`config.mk`:
```
export PLATFORM = sky130hd
export DESIGN_NAME = sccsd_top
export DESIGN_NICKNAME = d
export VERILOG_FILES = /design/src/core/sccsd_pkg.sv /design/src/core/sccsd_io_chan.sv /design/src/core/sccsd_top.sv
export SDC_FILE = /design/constraint.sdc
export NUM_CORES = 1
export LEC_CHECK = 0
export BUFFER_PORTS_ARGS = -buffer_cell sky130_fd_sc_hd__buf_2
export CORE_MARGIN = 2
export CORE_UTILIZATION = 40
export CTS_CLUSTER_SIZE = 24
export DETAILED_ROUTE_END_ITERATION = 16
export PLACE_DENSITY = 0.66
export SKIP_LAST_GASP = 1
export SLEW_MARGIN = 20
export SYNTH_ARGS = -nofsm -noshare
export SYNTH_HDL_FRONTEND = slang
export SYNTH_SLANG_ARGS = --single-unit
```
`constraint.sdc`:
```
create_clock -name pclk -period 3.2 [get_ports pclk]
set_input_delay 0.64 -clock pclk [delete_from_list [all_inputs] [get_ports pclk]]
set_output_delay 0.64 -clock pclk [all_outputs]
set_load 0.03 [all_outputs]
```
`src/core/sccsd_pkg.sv`:
```
// constants for the sub-isa chip select decoder
package sccsd_pkg;
  // ==========================================================
  // register indices and byte addresses (byte address = 4 x index)
  localparam int unsigned        AW           = 12;
  localparam logic [7:0]         IDX_ROM_MASK = 8'h6e;
  localparam logic [7:0]         IDX_B_BASE   = 8'h70;
  localparam logic [7:0]         IDX_B_CTRL   = 8'h72;
  localparam logic [7:0]         IDX_A_BASE   = 8'h74;
  localparam logic [7:0]         IDX_A_CTRL   = 8'h76;
  localparam logic [7:0]         IDX_FD_BASE  = 8'h78;
  localparam logic [7:0]         IDX_FD_CTRL  = 8'h7c;
  localparam logic [7:0]         IDX_STATUS   = 8'h80;
  // ==========================================================
  // field positions
  localparam int unsigned        IO_EN_BIT    = 7;
  localparam int unsigned        IO_WR_BIT    = 6;
  localparam int unsigned        IO_RD_BIT    = 5;
  localparam int unsigned        FD_EN_BIT    = 26;
  localparam int unsigned        FD_WR_BIT    = 25;
  localparam int unsigned        FD_RD_BIT    = 24;
  localparam int unsigned        FD_MASK_W    = 19;
  localparam int unsigned        FD_ADDR_LSB  = 13;
  // ==========================================================
  // reset values and fixed bits
  localparam logic [15:0]        ROM_MASK_RST = 16'hfff0;
  localparam logic [3:0]         ROM_SIZE_RST = 4'hf;
  localparam logic [7:0]         ROM_HI_FIXED = 8'hff;
  localparam logic [7:0]         ROM_TOP_BYTE = 8'hff;
  localparam logic [15:0]        IO_BASE_RST  = 16'h0000;
  localparam logic [7:0]         IO_CTRL_RST  = 8'h00;
  localparam logic [31:0]        FD_BASE_RST  = 32'h00000000;
  localparam logic [31:0]        FD_CTRL_RST  = 32'h00000000;
  localparam logic [31:0]        FD_CTRL_MASK = 32'h0707ffff;
endpackage

```
`src/core/sccsd_io_chan.sv`:
```
// one programmable i/o chip select window
`timescale 1ns/100ps
module sccsd_io_chan (
  // configuration
  input  wire logic [15:0] base,
  input  wire logic [7:0]  ctrl,
  // bus cycle
  input  wire logic        cyc_valid,
  input  wire logic        cyc_io,
  input  wire logic        cyc_write,
  input  wire logic [15:0] cyc_addr,
  // result
  output logic             hit
);
  // ==========================================================
  // range code to window size
  logic [5:0]  size;
  logic        code_ok;
  logic [16:0] diff;
  logic        dir_ok;

  always_comb begin
    code_ok = 1'b1;
    case (ctrl[4:0])
      5'h00:   size = 6'h01;
      5'h01:   size = 6'h02;
      5'h03:   size = 6'h04;
      5'h07:   size = 6'h08;
      5'h0f:   size = 6'h10;
      5'h1f:   size = 6'h20;
      default: begin
        // reserved codes decode nothing rather than guess a size
        size    = 6'h00;
        code_ok = 1'b0;
      end
    endcase
  end

  // 17-bit difference: borrow means below base, no wrap past ffff
  assign diff   = {1'b0, cyc_addr} - {1'b0, base};
  assign dir_ok = (cyc_write & ctrl[sccsd_pkg::IO_WR_BIT])
                | (!cyc_write & ctrl[sccsd_pkg::IO_RD_BIT]);
  assign hit    = cyc_valid & cyc_io & ctrl[sccsd_pkg::IO_EN_BIT]
                & dir_ok & code_ok & !diff[16]
                & (diff[15:0] < {10'h000, size});
endmodule

```
`src/core/sccsd_top.sv`:
```
// sub-isa chip select decoder with apb register access
//
// Local design decision: the APB interface to the registers.
`timescale 1ns/100ps
module sccsd_top (
  // clock and reset
  input  wire logic        pclk,
  input  wire logic        presetn,
  // apb slave
  input  wire logic        psel,
  input  wire logic        penable,
  input  wire logic        pwrite,
  input  wire logic [11:0] paddr,
  input  wire logic [31:0] pwdata,
  input  wire logic [3:0]  pstrb,
  output logic             pready,
  output logic [31:0]      prdata,
  output logic             pslverr,
  // decoded bus cycle
  input  wire logic        cyc_valid,
  input  wire logic        cyc_io,
  input  wire logic        cyc_write,
  input  wire logic [31:0] cyc_addr,
  input  wire logic        rom_decode_en,
  // chip selects
  output logic             io_select_a_n,
  output logic             io_select_b_n,
  output logic             flash_disk_select_n,
  output logic             boot_rom_select_n
);
  // ==========================================================
  // apb decode
  logic        setup;
  logic        access;
  logic [7:0]  idx;
  logic        mapped;
  logic [31:0] rd_val;

  assign setup  = psel & !penable;
  assign access = psel & penable;
  assign idx    = paddr[9:2];
  // registers answer in the first access cycle, no wait states
  assign pready = 1'b1;

  always_comb begin
    mapped = (paddr[11:10] == 2'b00) && (paddr[1:0] == 2'b00);
    case (idx)
      sccsd_pkg::IDX_ROM_MASK, sccsd_pkg::IDX_B_BASE, sccsd_pkg::IDX_B_CTRL,
      sccsd_pkg::IDX_A_BASE, sccsd_pkg::IDX_A_CTRL, sccsd_pkg::IDX_FD_BASE,
      sccsd_pkg::IDX_FD_CTRL, sccsd_pkg::IDX_STATUS: ;
      default: mapped = 1'b0;
    endcase
  end

  assign pslverr = access & !mapped;

  function automatic logic [31:0] wmerge(input logic [31:0] old,
                                         input logic [31:0] wd,
                                         input logic [3:0]  st);
    logic [31:0] r;
    r = old;
    for (int i = 0; i < 4; i++) begin
      if (st[i]) begin
        r[8*i +: 8] = wd[8*i +: 8];
      end
    end
    return r;
  endfunction

  // ==========================================================
  // configuration registers
  logic [15:0] io_base_r [2];
  logic [15:0] io_base_nxt [2];
  logic [7:0]  io_ctrl_r [2];
  logic [7:0]  io_ctrl_nxt [2];
  logic [31:0] fd_base_r;
  logic [31:0] fd_base_nxt;
  logic [31:0] fd_ctrl_r;
  logic [31:0] fd_ctrl_nxt;
  logic [3:0]  rom_size_r;
  logic [3:0]  rom_size_nxt;
  logic [31:0] prdata_r;
  logic [31:0] prdata_nxt;
  logic        wr_ok;
  logic [31:0] tmp;

  assign wr_ok = access & pwrite & mapped;

  always_comb begin
    io_base_nxt  = io_base_r;
    io_ctrl_nxt  = io_ctrl_r;
    fd_base_nxt  = fd_base_r;
    fd_ctrl_nxt  = fd_ctrl_r;
    rom_size_nxt = rom_size_r;
    tmp          = 32'h00000000;
    if (wr_ok) begin
      case (idx)
        sccsd_pkg::IDX_ROM_MASK: begin
          // only the size field is storage; 15:8 and 3:0 are fixed
          tmp          = wmerge({16'h0000, 8'h00, rom_size_r, 4'h0}, pwdata, pstrb);
          rom_size_nxt = tmp[7:4];
        end
        sccsd_pkg::IDX_B_BASE: begin
          tmp            = wmerge({16'h0000, io_base_r[1]}, pwdata, pstrb);
          io_base_nxt[1] = tmp[15:0];
        end
        sccsd_pkg::IDX_B_CTRL: begin
          tmp            = wmerge({24'h000000, io_ctrl_r[1]}, pwdata, pstrb);
          io_ctrl_nxt[1] = tmp[7:0];
        end
        sccsd_pkg::IDX_A_BASE: begin
          tmp            = wmerge({16'h0000, io_base_r[0]}, pwdata, pstrb);
          io_base_nxt[0] = tmp[15:0];
        end
        sccsd_pkg::IDX_A_CTRL: begin
          tmp            = wmerge({24'h000000, io_ctrl_r[0]}, pwdata, pstrb);
          io_ctrl_nxt[0] = tmp[7:0];
        end
        sccsd_pkg::IDX_FD_BASE: begin
          fd_base_nxt = wmerge(fd_base_r, pwdata, pstrb);
        end
        sccsd_pkg::IDX_FD_CTRL: begin
          // reserved bits never store, so they read back as zero
          fd_ctrl_nxt = wmerge(fd_ctrl_r, pwdata, pstrb) & sccsd_pkg::FD_CTRL_MASK;
        end
        default: ;
      endcase
    end
  end

  // ==========================================================
  // read data, captured in the setup phase
  logic [3:0]  sel_live;

  always_comb begin
    case (idx)
      sccsd_pkg::IDX_ROM_MASK: rd_val = {16'h0000, sccsd_pkg::ROM_HI_FIXED,
                                         rom_size_r, 4'h0};
      sccsd_pkg::IDX_B_BASE:   rd_val = {16'h0000, io_base_r[1]};
      sccsd_pkg::IDX_B_CTRL:   rd_val = {24'h000000, io_ctrl_r[1]};
      sccsd_pkg::IDX_A_BASE:   rd_val = {16'h0000, io_base_r[0]};
      sccsd_pkg::IDX_A_CTRL:   rd_val = {24'h000000, io_ctrl_r[0]};
      sccsd_pkg::IDX_FD_BASE:  rd_val = fd_base_r;
      sccsd_pkg::IDX_FD_CTRL:  rd_val = fd_ctrl_r;
      sccsd_pkg::IDX_STATUS:   rd_val = {28'h0000000, sel_live};
      default:                 rd_val = 32'h00000000;
    endcase
    if (!mapped) begin
      rd_val = 32'h00000000;
    end
    prdata_nxt = (setup && !pwrite) ? rd_val : prdata_r;
  end

  assign prdata = prdata_r;

  always_ff @(posedge pclk or negedge presetn) begin
    if (!presetn) begin
      for (int i = 0; i < 2; i++) begin
        io_base_r[i] <= sccsd_pkg::IO_BASE_RST;
        io_ctrl_r[i] <= sccsd_pkg::IO_CTRL_RST;
      end
      fd_base_r  <= sccsd_pkg::FD_BASE_RST;
      fd_ctrl_r  <= sccsd_pkg::FD_CTRL_RST;
      rom_size_r <= sccsd_pkg::ROM_SIZE_RST;
      prdata_r   <= 32'h00000000;
    end else begin
      io_base_r  <= io_base_nxt;
      io_ctrl_r  <= io_ctrl_nxt;
      fd_base_r  <= fd_base_nxt;
      fd_ctrl_r  <= fd_ctrl_nxt;
      rom_size_r <= rom_size_nxt;
      prdata_r   <= prdata_nxt;
    end
  end

  // ==========================================================
  // address decode
  logic [1:0]  io_hit;
  logic        fd_hit;
  logic        fd_dir;
  logic [18:0] fd_mask;
  logic        rom_hit;
  logic        rom_code_ok;

  for (genvar g = 0; g < 2; g++) begin : g_io
    sccsd_io_chan u_chan (
      .base      (io_base_r[g]),
      .ctrl      (io_ctrl_r[g]),
      .cyc_valid (cyc_valid),
      .cyc_io    (cyc_io),
      .cyc_write (cyc_write),
      .cyc_addr  (cyc_addr[15:0]),
      .hit       (io_hit[g])
    );
  end

  assign fd_mask = fd_ctrl_r[sccsd_pkg::FD_MASK_W-1:0];
  assign fd_dir  = (cyc_write & fd_ctrl_r[sccsd_pkg::FD_WR_BIT])
                 | (!cyc_write & fd_ctrl_r[sccsd_pkg::FD_RD_BIT]);
  assign fd_hit  = cyc_valid & !cyc_io & fd_ctrl_r[sccsd_pkg::FD_EN_BIT] & fd_dir
                 & (((cyc_addr[31:sccsd_pkg::FD_ADDR_LSB]
                    ^ fd_base_r[31:sccsd_pkg::FD_ADDR_LSB]) & fd_mask) == 19'h00000);

  // a one bit in the size code forces the matching address bit high
  always_comb begin
    case (rom_size_r)
      4'h0, 4'h8, 4'hc, 4'he, 4'hf: rom_code_ok = 1'b1;
      default:                      rom_code_ok = 1'b0;
    endcase
  end

  assign rom_hit = cyc_valid & !cyc_io & rom_decode_en & rom_code_ok
                 & (cyc_addr[31:24] == sccsd_pkg::ROM_TOP_BYTE)
                 & ((cyc_addr[23:20] & rom_size_r) == rom_size_r);

  // ==========================================================
  // registered selects, one clock behind the decode, released one clock after the hitting cycle ends
  logic [3:0] sel_r;
  logic [3:0] sel_nxt;

  always_comb begin
    sel_nxt = {rom_hit, fd_hit, io_hit};
  end

  always_ff @(posedge pclk or negedge presetn) begin
    if (!presetn) begin
      sel_r <= 4'h0;
    end else begin
      sel_r <= sel_nxt;
    end
  end

  assign sel_live            = sel_r;
  assign io_select_a_n       = !sel_r[0];
  assign io_select_b_n       = !sel_r[1];
  assign flash_disk_select_n = !sel_r[2];
  assign boot_rom_select_n   = !sel_r[3];

  logic io_a_rd;
  assign io_a_rd = cyc_valid & cyc_io & !cyc_write;
endmodule

```
==> results_dict.tcl <==
set metrics [dict create \
    firstDrtPassIters 6 \
    r2r_start "io_base_r[1]" \
    htreeDepth 4 \
    criticalPathCategory "reg2reg" \
    required_ns 3.54 \
    grt_antenna_before_repair 0 \
    dp_hpwl_microns 20100 \
    ys_seq_area_frac 0.405 \
    wire_per_inst_microns 19.6 \
    cts_tree "done" \
    hold_class "in2async" \
    critPathLaunchType "flop" \
    clk_latency_ns 0.43 \
    rows 54 \
    max_freq_mhz 312 \
    synth_edf_count 0 \
    synth.largest_area_cell "dfrtp_1" \
    drt-total-wl_microns 25800 \
    regArea_sq_mm 0.00356 \
    drv_cap 0 \
    p_leak_nw 5.17 \
    seqPwrFrac 0.396 \
    vdd_drop_max_v 0.000354 \
    arrival_ns 3.54 \
    synth.top_cell.area_share 0.393 \
    drive_gt1_frac 0.370 \
    ys_async_sr_fraction 1.00 \
    vias 7248 \
    fin_cells 1315 \
    reg2reg_slack_ns -0.0003 \
    synth.distinct_cells 75 \
    synth_nets 986 \
    p_int_mw 3.50 \
    placedCellCount 1279 \
    pre_cts_ws_ns -0.429 \
    p_comb_frac 0.102 \
    io_pins 127 \
    syn-cell-area_sq_mm 0.00878 \
    finalPower_mw 4.54 \
    period_needed_ns 3.20 \
    final_nets 1155 \
    cts.sinks 142 \
    dr.first_iter.drc_count 587 \
    diodes 0 \
    grt_util_all_layers 0.223 \
    initial_utilization 0.405 \
    clkSlewWorstSetupHoldPaths_ns 0.06 \
    yosys_warnings 0 \
    grt_max_degree 63 \
    die_h_microns 152 \
    post_synth.cell_area_avg_sq_um 10.3 \
    p_switching_mw 1.04 \
    postRouteAntennaNets 0 \
    final_cell_mix "dfrtp_1 (138), buf_2 (124), mux2_2 (117)" \
    place_congestion 0.906 \
    tns_ns -0.000308 \
    viasPerCell 5.51 \
    maxSlewViolCount 0 \
    core_sq_mm 0.0217 \
    ff2ff_path_depth 15 \
    tightest_slew_ns 0.621 \
    clockBufferDepth 2 \
    relSlewSlack 0.585 \
    overflow 0 \
    failed_checks "setup timing" \
    grt_pass1_wl_microns 40700 \
    cts_root_buffer "clkbuf_16" \
    grt_pass1_vias 7267 \
    numCtsBuffers 17 \
    fillCellCount 1985 \
    syn_to_final_growth_pct 23.4 \
    critPathSlowestCell "a2111o_1" \
    swShare 0.228 \
    reg2reg_to "sel_live[1]" \
    synth_cells 853 \
    fin_skew_ns 0.00947 \
    finalCritPeriodShare 1.00 \
    io_buffers 125 \
    outcome "complete, but fails checks" \
    die_area_sq_mm 0.0231 \
    final_common_cell "dfrtp_1" \
    multi_input_area_sq_mm 0.00496 \
    crit_chain "inv_2 > ha_4 > nor2b_4 > o31ai_4 > nand2b_1 > a21oi_2 > xnor2_2 > ha_2 > nand2b_4 > a2111o_1 > a2111oi_4 > nand4bb_1 > nor3_1 > nand3_1 > nor4_2" \
    setup_viol 1 \
    critical_path.max_fanout 2 \
    setup_slack_ns -0.000308 \
    cpPeakStageDelay_ns 0.41 \
    drcViolationCount 0 \
    cts.hold.buffers_added 0 \
    chipWidth_microns 152 \
    hold_viol_final 0 \
    rsz0062_at_grt "true" \
    ys_ff_latch 142 \
    clock_power_share 0.502 \
    p_per_area_mw_per_mm2 419 \
    endpoint_kind "flop" \
    synth_flop_cell "dfrtp_1" \
    synth_area_leaders "dfrtp_1 (39%), mux2_2 (15%), ha_1 (6.0%)" \
]
-- per-layer routing --
metal  up-vias  track usage  part of all wire
li1       3454            -                 -
met1      3540        0.299              0.45
met2       217        0.360              0.47
met3        37       0.0449             0.059
met4         0       0.0783             0.024
met5         -            0                 0
-- sequential cells by signal, indices dropped and copies added, names as in the netlist --
| name | cells |
|---|---|
| io_ctrl_r | 16 |
| sel_live | 4 |
| prdata | 32 |
| rom_size_r | 4 |
| io_base_r | 32 |
| fd_ctrl_r | 22 |
| fd_base_r | 32 |
-- layout make-up --
class	count	area share
Multi-Input combinational cell	626	0.458
Sequential cell	142	0.329
Timing Repair Buffer	184	0.100
Clock buffer	22	0.0438
Tap cell	280	0.0323
Clock inverter	10	0.0192
Inverter	51	0.0177
-- metrics by stage --
stage | hold slack [ns] | cell area (sq um) | util
floorplan | 0.344 | 8780 | -
global placement | 0.447 | 10000 | 0.461
detailed placement | 0.455 | 10000 | 0.461
CTS | 0.170 | 10700 | 0.494
global route | 0.189 | 10800 | 0.499
finish | 0.154 | 10800 | 0.499
-- cell families (layout without fill, tap and decap cells) --
family                   count (synthesis)  count (layout)  synth area share
other                                    1               1          0.000427
adder cells (fa/ha/maj)                 44              44            0.0644
buffers and inverters                   85             267            0.0429
AO/OA/AOI/OAI                          187             187             0.143
multiplexers                           136             136             0.176
XOR/XNOR                                30              30            0.0299
flip-flops                             142             142             0.405
AND/OR/NAND/NOR                        228             228             0.138
-- worst max-delay path by stage --
stage	endpoint	cells after the start	slack, ns	from
finish	sel_live[1]	15	-0.0003	io_base_r[1]
global route	sel_live[1]	15	-0.16	io_base_r[1]
CTS	sel_live[0]	16	-0.001	cyc_addr[0]
detailed placement	sel_live[0]	16	-0.43	cyc_addr[0]
global placement	sel_live[0]	16	-0.39	cyc_addr[0]
floorplan	sel_live[0]	15	-0.006	cyc_addr[0]
-- power groups by stage --
stage                     combinational, mW  sequential (mW)  clock, mW
after global placement                0.439             1.83          0
after detailed placement              0.442             1.83          0
final                                 0.464             1.80       2.28
after floorplan                       0.227             1.83          0
after CTS                             0.447             1.80       2.30
after global routing                  0.511             1.80       2.38
-- critical path, delay by kind of cell, from the launching register on --
| family | cells | cell delay, ns |
|---|---|---|
| AOI/OAI and AO/OA | 4 | 1.10 |
| buffers and inverters | 1 | 0.10 |
| xor gates and xnor gates | 1 | 0.11 |
| DFF | 1 | 0.39 |
| adders and majority gates | 2 | 0.37 |
| and+or+nand+nor | 7 | 1.04 |
-- cells in the mapped netlist, types with 3 or more instances --
| master | number |
|---|---|
| nand3_1 | 25 |
| o31ai_1 | 7 |
| a2111oi_0 | 5 |
| a22oi_1 | 12 |
| o22ai_1 | 3 |
| nand4b_1 | 6 |
| nand4_1 | 10 |
| a221oi_1 | 12 |
| mux2i_1 | 11 |
| a21oi_1 | 27 |
| nand2b_1 | 11 |
| nor4_1 | 6 |
| a21o_1 | 14 |
| xor2_1 | 25 |
| o21ai_0 | 59 |
| and2_1 | 6 |
| buf_2 | 8 |
| ha_1 | 42 |
| and3_1 | 5 |
| o2111ai_1 | 5 |
| or2_2 | 4 |
| nand2_1 | 75 |
| dfrtp_1 | 138 |
| a211oi_1 | 6 |
| nor2b_1 | 9 |
| clkbuf_1 | 16 |
| a21boi_0 | 3 |
| dfstp_2 | 4 |
| mux2_2 | 117 |
| a31oi_1 | 4 |
| inv_1 | 50 |
| mux2_4 | 8 |
| a222oi_1 | 8 |
| o21a_1 | 5 |
| a22o_1 | 4 |
| nor3_1 | 7 |
| nor2_1 | 40 |
| and2b_2 | 3 |
| xnor2_1 | 5 |
-- repair_timing --
item	CTS	global route
endpoints found under the setup margin	2	2
pin swaps	2	18
setup buffers	0	4
gates cloned	0	0
gates resized for setup	5	22
Note: power is estimated with default switching activity, not from simulation.
